$ cat src/ilcr_defs.svh
`ifndef ILCR_DEFS_SVH
`define ILCR_DEFS_SVH

// ----------------------------------------
// Register offsets
// ----------------------------------------
`define ILCR_OFS_VIN 8'h02
`define ILCR_OFS_IIN 8'h03
`define ILCR_OFS_PTL 8'h04

// ----------------------------------------
// Reset values
// ----------------------------------------
`define ILCR_RST_VIN 8'h85
`define ILCR_RST_IIN 8'h39
`define ILCR_RST_PTL 8'h22
`define ILCR_VIN_DEF 5'h05

// ----------------------------------------
// Field positions
// ----------------------------------------
`define ILCR_BIT_AUTORST 7
`define ILCR_BIT_BLEED 6
`define ILCR_BIT_AUDIO 5
`define ILCR_BIT_OPTSTART 7
`define ILCR_BIT_DETREQ 6
`define ILCR_BIT_OPTEN 5
`define ILCR_CODE_MSB 4
`define ILCR_PRE_MSB 7
`define ILCR_PRE_LSB 4
`define ILCR_TERM_MSB 3
`define ILCR_TERM_LSB 0

// ----------------------------------------
// Clamp codes
// ----------------------------------------
`define ILCR_VIN_MAX 5'h10
`define ILCR_IIN_MAX 5'h1C

`endif

$ cat src/ilcr_pkg.sv
package ilcr_pkg;
   typedef logic [7:0] ilcr_byte_t;
   typedef logic [4:0] ilcr_code_t;
   typedef logic [3:0] ilcr_nibble_t;
endpackage : ilcr_pkg

$ cat src/ilcr_regs.sv
// Overview of operation
// Input voltage limit code, bits 4:0, default 4.4V.
// Voltage codes above 10h apply as 5.5V.
// Adapter plug-in reloads voltage code when enabled.
// Auto-reload enable in bit 7, resets to 1.
// Bit 5 turns off pulse-mode audio avoidance.
// Reset values 85h and 39h.
// Input current limit code, bits 4:0, default 3000mA.
// Current codes above 1Ch apply as 3300mA.
// Applied current is smaller of register and pin.
// Optimizer start bit set-only, self-clears on start.
// Start request ignored unless optimizer enabled.
// Optimizer enable in bit 5, resets to 1.
// Precharge bits 7:4, termination 3:0, reset 22h.
// Pin limit used only while pin function enabled.
// Reads return written code, clamp only applied.
`include "ilcr_defs.svh"

module ilcr_regs
   import ilcr_pkg::*;
(
   input wire logic clk,
   input wire logic rst,
   input wire logic watchdogReset,
   input wire logic [7:0] regAddr,
   input wire logic regWrEn,
   input wire logic [7:0] regWrData,
   input wire logic regRdEn,
   output ilcr_byte_t regRdData_r,
   input wire logic sourceDetectDone,
   input wire logic optimizerStarted,
   input wire logic limitPinFunctionEn,
   input wire logic [4:0] currentLimitPinCode,
   output logic vinLimitAutoresetEn_r,
   output logic batteryBleedLoadEn_r,
   output logic pulseModeAudioAvoidOff_r,
   output ilcr_code_t vinLimitApplied_r,
   output logic optimizerStartRequest_r,
   output logic sourceDetectRequest_r,
   output logic optimizerEnable_r,
   output ilcr_code_t iinLimitApplied_r,
   output ilcr_nibble_t prechargeCurrentCode_r,
   output ilcr_nibble_t terminationCurrentCode_r
);

   // ----------------------------------------
   // Decode and arithmetic
   // ----------------------------------------
   function automatic ilcr_code_t clampCode(input ilcr_code_t code, input ilcr_code_t maxCode);
      clampCode = (code > maxCode) ? maxCode : code;
   endfunction : clampCode

   // reset words
   localparam ilcr_byte_t RstVin = `ILCR_RST_VIN;
   localparam ilcr_byte_t RstIin = `ILCR_RST_IIN;
   localparam ilcr_byte_t RstPtl = `ILCR_RST_PTL;

   ilcr_code_t inputVoltageLimitCode_r;
   ilcr_code_t inputCurrentLimitCode_r;
   logic wrVin;
   logic wrIin;
   logic wrPtl;
   logic optSet;
   ilcr_code_t iinClamped;

   assign wrVin = regWrEn && (regAddr == `ILCR_OFS_VIN);
   assign wrIin = regWrEn && (regAddr == `ILCR_OFS_IIN);
   assign wrPtl = regWrEn && (regAddr == `ILCR_OFS_PTL);
   // enable gates start
   assign optSet = wrIin && regWrData[`ILCR_BIT_OPTSTART] && regWrData[`ILCR_BIT_OPTEN];
   assign iinClamped = clampCode(inputCurrentLimitCode_r, `ILCR_IIN_MAX);

   // ----------------------------------------
   // Input voltage limit register
   // ----------------------------------------
   // auto-reload enable bit
   always_ff @(posedge clk) begin
      if (rst || watchdogReset) begin
         vinLimitAutoresetEn_r <= RstVin[`ILCR_BIT_AUTORST];
         batteryBleedLoadEn_r <= RstVin[`ILCR_BIT_BLEED];
      end else if (wrVin) begin
         vinLimitAutoresetEn_r <= regWrData[`ILCR_BIT_AUTORST];
         batteryBleedLoadEn_r <= regWrData[`ILCR_BIT_BLEED];
      end
   end

   // audio avoidance control
   always_ff @(posedge clk) begin
      if (rst) begin
         pulseModeAudioAvoidOff_r <= RstVin[`ILCR_BIT_AUDIO];
      end else if (wrVin) begin
         pulseModeAudioAvoidOff_r <= regWrData[`ILCR_BIT_AUDIO];
      end
   end

   // voltage code storage
   // The host write is taken over a plug-in reload in the same cycle, so software keeps the last word.
   always_ff @(posedge clk) begin
      if (rst) begin
         inputVoltageLimitCode_r <= RstVin[`ILCR_CODE_MSB:0];
      end else if (wrVin) begin
         inputVoltageLimitCode_r <= regWrData[`ILCR_CODE_MSB:0];
      // plug-in reload
      end else if (sourceDetectDone && vinLimitAutoresetEn_r) begin
         inputVoltageLimitCode_r <= `ILCR_VIN_DEF;
      end
   end

   // voltage clamp applied
   always_ff @(posedge clk) begin
      if (rst) begin
         vinLimitApplied_r <= RstVin[`ILCR_CODE_MSB:0];
      end else begin
         vinLimitApplied_r <= clampCode(inputVoltageLimitCode_r, `ILCR_VIN_MAX);
      end
   end

   // ----------------------------------------
   // Input current limit register
   // ----------------------------------------
   // set-only start bit
   always_ff @(posedge clk) begin
      if (rst || watchdogReset) begin
         optimizerStartRequest_r <= RstIin[`ILCR_BIT_OPTSTART];
      end else if (optSet) begin
         optimizerStartRequest_r <= 1'b1;
      end else if (optimizerStarted) begin
         optimizerStartRequest_r <= 1'b0;
      end
   end

   always_ff @(posedge clk) begin
      if (rst || watchdogReset) begin
         sourceDetectRequest_r <= RstIin[`ILCR_BIT_DETREQ];
      end else if (wrIin) begin
         sourceDetectRequest_r <= regWrData[`ILCR_BIT_DETREQ];
      end
   end

   // optimizer enable bit
   always_ff @(posedge clk) begin
      if (rst) begin
         optimizerEnable_r <= RstIin[`ILCR_BIT_OPTEN];
      end else if (wrIin) begin
         optimizerEnable_r <= regWrData[`ILCR_BIT_OPTEN];
      end
   end

   // current code storage
   always_ff @(posedge clk) begin
      if (rst) begin
         inputCurrentLimitCode_r <= RstIin[`ILCR_CODE_MSB:0];
      end else if (wrIin) begin
         inputCurrentLimitCode_r <= regWrData[`ILCR_CODE_MSB:0];
      end
   end

   // current clamp applied
   // smaller of two
   // pin function gate
   always_ff @(posedge clk) begin
      if (rst) begin
         iinLimitApplied_r <= RstIin[`ILCR_CODE_MSB:0];
      end else if (limitPinFunctionEn) begin
         iinLimitApplied_r <= clampCode(iinClamped, currentLimitPinCode);
      end else begin
         iinLimitApplied_r <= iinClamped;
      end
   end

   // ----------------------------------------
   // Precharge and termination register
   // ----------------------------------------
   // nibble layout
   always_ff @(posedge clk) begin
      if (rst || watchdogReset) begin
         prechargeCurrentCode_r <= RstPtl[`ILCR_PRE_MSB:`ILCR_PRE_LSB];
         terminationCurrentCode_r <= RstPtl[`ILCR_TERM_MSB:`ILCR_TERM_LSB];
      end else if (wrPtl) begin
         prechargeCurrentCode_r <= regWrData[`ILCR_PRE_MSB:`ILCR_PRE_LSB];
         terminationCurrentCode_r <= regWrData[`ILCR_TERM_MSB:`ILCR_TERM_LSB];
      end
   end

   // ----------------------------------------
   // Read path
   // ----------------------------------------
   // raw code readback
   always_ff @(posedge clk) begin
      if (rst) begin
         regRdData_r <= 8'h00;
      end else if (regRdEn) begin
         case (regAddr)
            `ILCR_OFS_VIN: begin
               regRdData_r <= {vinLimitAutoresetEn_r, batteryBleedLoadEn_r, pulseModeAudioAvoidOff_r,
                               inputVoltageLimitCode_r};
            end
            `ILCR_OFS_IIN: begin
               regRdData_r <= {optimizerStartRequest_r, sourceDetectRequest_r, optimizerEnable_r,
                               inputCurrentLimitCode_r};
            end
            `ILCR_OFS_PTL: begin
               regRdData_r <= {prechargeCurrentCode_r, terminationCurrentCode_r};
            end
            default: begin
               regRdData_r <= 8'h00;
            end
         endcase
      end
   end
endmodule : ilcr_regs

$ cat config.mk
export PLATFORM = sky130hd
export DESIGN_NAME = ilcr_regs
export DESIGN_NICKNAME = d
export VERILOG_FILES = /design/src/ilcr_pkg.sv /design/src/ilcr_regs.sv
export VERILOG_INCLUDE_DIRS = /design/src
export SDC_FILE = /design/constraint.sdc
export NUM_CORES = 1
export LEC_CHECK = 0
export BUFFER_PORTS_ARGS = -buffer_cell sky130_fd_sc_hd__buf_2
export CELL_PAD_IN_SITES_DETAIL_PLACEMENT = 0
export CELL_PAD_IN_SITES_GLOBAL_PLACEMENT = 2
export CORE_MARGIN = 4
export CORE_UTILIZATION = 31
export CTS_CLUSTER_SIZE = 12
export DETAILED_ROUTE_END_ITERATION = 7
export GPL_TIMING_DRIVEN = 0
export PLACE_DENSITY = 0.88
export SLEW_MARGIN = 30
export SYNTH_ARGS = -nofsm -noshare
export SYNTH_HDL_FRONTEND = slang
export SYNTH_SLANG_ARGS = --single-unit
$ cat constraint.sdc
create_clock -name clk -period 5.2 [get_ports clk]
set_clock_uncertainty 0.05 [all_clocks]
set_input_delay 1.04 -clock clk [delete_from_list [all_inputs] [get_ports clk]]
set_output_delay 1.04 -clock clk [all_outputs]
set_load 0.05 [all_outputs]
# Yosys cells after proc, flatten, opt, wreduce, memory -nomap -nowiden
# Index checks and enable logic that the tools add are counted.
# classes
addsub	0
n_mul	0
n_div	0
order_cmp	3
n_eq_ne	3
shifts	0
muxes	9
n_bitwise	0
n_reduce_logical	10
# op_table
op	count
5-bit 2-to-1 mux	6
8-bit case mux with 3 select lines	1
8-bit by 2-bit equality test with 1-bit output, second input constant	2
5-bit > comparator, second input constant	2
8-bit by 3-bit equality test with 1-bit output, second input constant	1
1-bit logical AND	6
5-bit > comparator	1
2-bit nonzero test	2
1-bit 2-to-1 mux	2
2-bit OR reduction	1
1-bit logical OR	1
# word_totals
ff_bits	42
latchBits	0
mem_bits_rw	0
mem_bits_ro	0
in_bits	29
out_inout_bits	32
elab_cells	39
n_memories	0

# Depth between registers and ports, before layout
# depth
word_depth	5
depth_mapped	7
mapped_depth_nobuf	7

# Worst setup path before layout
# OpenSTA, ideal clock, no wires.
# synth_timing
path_kind	input to register
start	input currentLimitPinCode[4]
end	register iinLimitApplied_r[0]
setup_ns	0.073
arrival_time_ns	2.271
required_time_ns	5.077
path_slack_ns	2.806
cell_stages	6
path_buffers	0
path_cell_list	inv_1 -> ha_1 -> nand3_1 -> o21bai_1 -> a31oi_1 -> mux2i_1
# synth_between
elab_chain_cells	3
# synth_lines
item	line	text
start, declared	ilcr_regs.sv:33	input wire logic [4:0] currentLimitPinCode,
5-bit > comparator	ilcr_regs.sv:50	clampCode = (code > maxCode) ? maxCode : code;
5-bit 2-to-1 mux	ilcr_regs.sv:50	
5-bit 2-to-1 mux	ilcr_regs.sv:164	end else if (limitPinFunctionEn) begin
end signal, assigned	ilcr_regs.sv:163	iinLimitApplied_r <= RstIin[`ILCR_CODE_MSB:0];
end signal, assigned	ilcr_regs.sv:165	iinLimitApplied_r <= clampCode(iinClamped, currentLimitPinCode);
end signal, assigned	ilcr_regs.sv:167	iinLimitApplied_r <= iinClamped;
end, declared	ilcr_regs.sv:41	output ilcr_code_t iinLimitApplied_r,
# Every way passes these cells.
# A chain may end at the register's enable or synchronous reset.

# Final worst setup path
# layout_timing
start	input regAddr[5]
end	register inputVoltageLimitCode_r[4]
# layout_between
elab_chain_cells	3
elab_cells_between_ends	4
cone_classes	eq/ne: 1; mux: 1; reduce/logical: 2
# layout_lines
item	line	text
start, declared	ilcr_regs.sv:25	input wire logic [7:0] regAddr,
8-bit by 2-bit equality test with 1-bit output *	-	
1-bit logical AND *	ilcr_regs.sv:66	assign wrVin = regWrEn && (regAddr == `ILCR_OFS_VIN);
5-bit 2-to-1 mux or 2-bit nonzero test (tied branches)	-	
end signal, assigned	ilcr_regs.sv:100	inputVoltageLimitCode_r <= RstVin[`ILCR_CODE_MSB:0];
end signal, assigned	ilcr_regs.sv:102	inputVoltageLimitCode_r <= regWrData[`ILCR_CODE_MSB:0];
end signal, assigned	ilcr_regs.sv:105	inputVoltageLimitCode_r <= `ILCR_VIN_DEF;
end, declared	ilcr_regs.sv:58	ilcr_code_t inputVoltageLimitCode_r;
# Every way passes the cells marked *; elsewhere a longest branch is shown, timed or not.

==> out/metrics.yaml <==
timing:
  rsz0062_at_grt: "false"
  finalSetupTns_ns: 0
  final-setup-viol-count: 0
  slew_headroom: 0.517
  tightestPinTransition_ns: 0.721
  drv_slew: 0
  final_min_period_over_clock_period: 0.461
  max_clk_rate_mhz: 417
  endpoints_failing_hold: 0
  final_period_minus_worst_setup_slack_ns: 2.40
  post-route-worst-setup-slack_ns: 2.80
cells_and_area:
  multiInputGateArea_um2: 952
  filler_cell_count: 645
  fin_nets: 314
  layout-drive-gt1-share: 0.267
  n_antenna_cell: 0
  ff_latch_area_um2: 841
  post-route-util: 0.402
  area.growth.synth_to_final_pct: 26.3
synthesis:
  postSynthNetCount: 248
  syn-cell-area_um2: 1890
  post_synth_num_cell_types: 32
  synth_top_family_by_area: "simple AND/OR/NAND/NOR gates"
  post_synth_and_or_nand_nor_area_fraction: 0.246
  synthCells: 214
  xor_and_xnor_area_share_after_synthesis: 0
  flops_latches_synth: 42
  post_synth_mux_area_share: 0.0743
  synth_compound_area_frac: 0.151
  synth_seq_area_share: 0.446
  adder_cell_share_of_the_synthesized_area: 0.0332
  ys_warn_count: 0
  synthesis.area_per_instance_um2: 8.82
route:
  wl_um: 4920
  routed_via_density: 4.64
  detailroute.via_count: 1651
  detailedRoute.firstPassIterationCount: 4
  detail_route.wl_per_cell_um: 13.8
  post_route_drc: 0
  drt.antenna.violating_nets: 0
  first_iter_violations: 77
critical_path:
  r2r-start: "inputCurrentLimitCode_r[3]"
  crit_path_start_kind: "input port"
  timing.critical_path.to_type: "flop"
  worstSetupStartpoint: "regAddr[5]"
  reg2reg_depth: 7
  path_class: "input port to flop"
  critical_path_required_ns: 5.31
  r2r_end: "iinLimitApplied_r[4]"
  r2r_setup_slack_ns: 2.96
  cp_max_fo: 10
  worst-endpoint-arrival_ns: 2.51
global_route:
  first_global_vias: 1594
  grt_max_degree: 13
  grt_pass1_wl_um: 8160
  grt_antenna_before_repair: 0
  total_routing_usage_gr: 0.142
  global_route.overflow_total: 0
pwr:
  totalPowerFinal_mw: 0.634
  net-switching-power_mw: 0.145
  power_frac_clock: 0.399
  power.sequential.fraction: 0.510
  total_power_divided_by_cell_area_nw_per_um2: 266
  p_leak_nw: 1.06
  switching_share: 0.228
  irDropWorstVdd_v: 0.000106
  internal_power_mw: 0.489
  comb_power_share: 0.090
worst_hold_path:
  min-delay-path-class: "flop to flop"
  min_from: "regRdData_r[0]"
  hold_path_depth: 1
  worstHoldEndpoint: "regRdData_r[0]"
cts:
  tritoncts.num_buffers: 5
  postCtsSetupBuffers: 0
  tritoncts: "done"
  htreeDepth: 2
  worst_skew_pair.late_latency_ns: 0.30
  clk_pin_slew_worst_paths_ns: 0.07
  clock-sinks: 42
  cts_hold_repair.buffers: 0
  cts.path.max_buffers: 2
  cts.repair.resized: 0
  clock_root_buffer: "sky130_fd_sc_hd__clkbuf_8"
floorplan:
  floorplan.io_pins: 61
  die_area_um2: 7400
  core_um2: 5920
  initial_utilization: 0.319
  chipWidth_um: 86.0
  floorplan.rows: 28
  chipHeight_um: 86.0
placed_design:
  pre_cts_ws_ns: 2.46
  hpwl_um: 3920
  place_congestion: 0.769
  number_of_input_and_output_port_buffers_inserted: 59
job:
  drv.max_cap_violation_count: 0
status:
  outcome: "completed"
layout make-up:
cell class	count	area share
Clock inverter	1	0.0126
Sequential cell	42	0.353
Buffer	14	0.0268
Timing Repair Buffer	59	0.124
Inverter	8	0.0126
Clock buffer	7	0.0320
Multi-Input combinational cell	150	0.400
Tap cell	75	0.0394
placed cells by master, fill, tap and decap left out, drive strengths merged:
master and count:
buf 63, dfxtp 42, o21ai 22, nand2 18, clkbuf 17, nor2 16, nand3 15, mux2i 14
a21oi 12, nand2b 10, nor3 9, inv 8, a22o 8, ha 5, nor3b 4, a31oi 3
nand3b 2, a21o 2, nand4b 2, and2 1, nor4 1, and3b 1, and4b 1, nor2b 1
o21bai 1, or2 1, nor4b 1, bufinv 1
logic make-up after synthesis:
| family | Yosys count |
|---|---|
| AOI/OAI and AO/OA | 48 |
| adders and majority gates | 5 |
| buffers and inverters | 22 |
| DFF | 42 |
| muxes | 14 |
| and+or+nand+nor | 83 |
sequential cells by signal (all words and copies together), names as in the netlist:
signal / cells
terminationCurrentCode_r: 4
iinLimitApplied_r: 5
inputVoltageLimitCode_r: 5
inputCurrentLimitCode_r: 5
optimizerStartRequest_r: 1
optimizerEnable_r: 1
pulseModeAudioAvoidOff_r: 1
batteryBleedLoadEn_r: 1
sourceDetectRequest_r: 1
regRdData_r: 8
vinLimitAutoresetEn_r: 1
prechargeCurrentCode_r: 4
vinLimitApplied_r: 5
metal layers:
metal  GRT usage  vias to the layer above  share of wire
li1            -                      878              -
met1       0.199                      737           0.49
met2       0.213                       34           0.45
met3      0.0346                        2          0.047
met4      0.0432                        0         0.0077
met5           0                        -              0
synthesized netlist by cell type:
library cell / number / share of area
sky130_fd_sc_hd__mux2i_1: 14 / 0.074
sky130_fd_sc_hd__inv_1: 8 / 0.016
sky130_fd_sc_hd__nor2_1: 16 / 0.032
sky130_fd_sc_hd__a21o_1: 2 / 0.0080
sky130_fd_sc_hd__dfxtp_1: 42 / 0.45
sky130_fd_sc_hd__and4b_1: 1 / 0.0053
sky130_fd_sc_hd__o21bai_1: 1 / 0.0040
sky130_fd_sc_hd__a21oi_1: 11 / 0.029
sky130_fd_sc_hd__nor3b_4: 1 / 0.0099
sky130_fd_sc_hd__buf_6: 1 / 0.0060
sky130_fd_sc_hd__nor3_1: 9 / 0.024
sky130_fd_sc_hd__and3b_1: 1 / 0.0046
sky130_fd_sc_hd__a31oi_1: 3 / 0.0099
sky130_fd_sc_hd__nor4b_4: 1 / 0.013
sky130_fd_sc_hd__nor3b_1: 3 / 0.012
sky130_fd_sc_hd__nor4_2: 1 / 0.0066
sky130_fd_sc_hd__nand4b_1: 1 / 0.0046
sky130_fd_sc_hd__buf_2: 3 / 0.0080
sky130_fd_sc_hd__or2_2: 1 / 0.0033
sky130_fd_sc_hd__a21oi_2: 1 / 0.0046
sky130_fd_sc_hd__a22o_1: 8 / 0.037
sky130_fd_sc_hd__nand3_1: 15 / 0.040
sky130_fd_sc_hd__and2_1: 1 / 0.0033
sky130_fd_sc_hd__o21ai_1: 1 / 0.0026
sky130_fd_sc_hd__nand4b_2: 1 / 0.0080
sky130_fd_sc_hd__nor2b_1: 1 / 0.0033
sky130_fd_sc_hd__o21ai_0: 21 / 0.056
sky130_fd_sc_hd__clkbuf_1: 10 / 0.020
sky130_fd_sc_hd__nand2_1: 18 / 0.036
sky130_fd_sc_hd__nand2b_1: 10 / 0.033
sky130_fd_sc_hd__nand3b_1: 2 / 0.0080
sky130_fd_sc_hd__ha_1: 5 / 0.033
worst max-delay path, stage by stage:
cell and delay (ns):
sky130_fd_sc_hd__buf_2 0.10, sky130_fd_sc_hd__nor4_2 0.42, sky130_fd_sc_hd__nand4b_1 0.40, sky130_fd_sc_hd__clkbuf_1 0.33, sky130_fd_sc_hd__nand3_1 0.13, sky130_fd_sc_hd__o21ai_0 0.08
how the worst max path moves through the flow:
stage	end	slack, ns	cells after the start
2_1_floorplan	iinLimitApplied_r[0]	2.81	6
3_3_place_gp	inputVoltageLimitCode_r[4]	2.49	6
3_5_place_dp	pulseModeAudioAvoidOff_r	2.46	6
4_1_cts	inputVoltageLimitCode_r[4]	2.77	6
5_1_grt	inputVoltageLimitCode_r[4]	2.58	6
6_report	inputVoltageLimitCode_r[4]	2.80	6
stage by stage:
step | instances | hold WS [ns] | area [µm²]
2_1_floorplan | 214 | 0.398 | 1890
3_3_place_gp | 348 | 0.414 | 2280
3_5_place_dp | 348 | 0.413 | 2280
4_1_cts | 356 | 0.432 | 2380
5_1_grt | 356 | 0.461 | 2380
6_report | 356 | 0.426 | 2380
power by group through the flow:
stage	Combinational [mW]	Clock, mW	Sequential, mW
floorplan	0.0287	0	0.336
global placement	0.0574	0	0.331
detailed placement	0.0577	0	0.331
CTS	0.0579	0.258	0.323
global route	0.0635	0.276	0.324
finish	0.0571	0.253	0.323
Power figures use the tool's default switching activity.
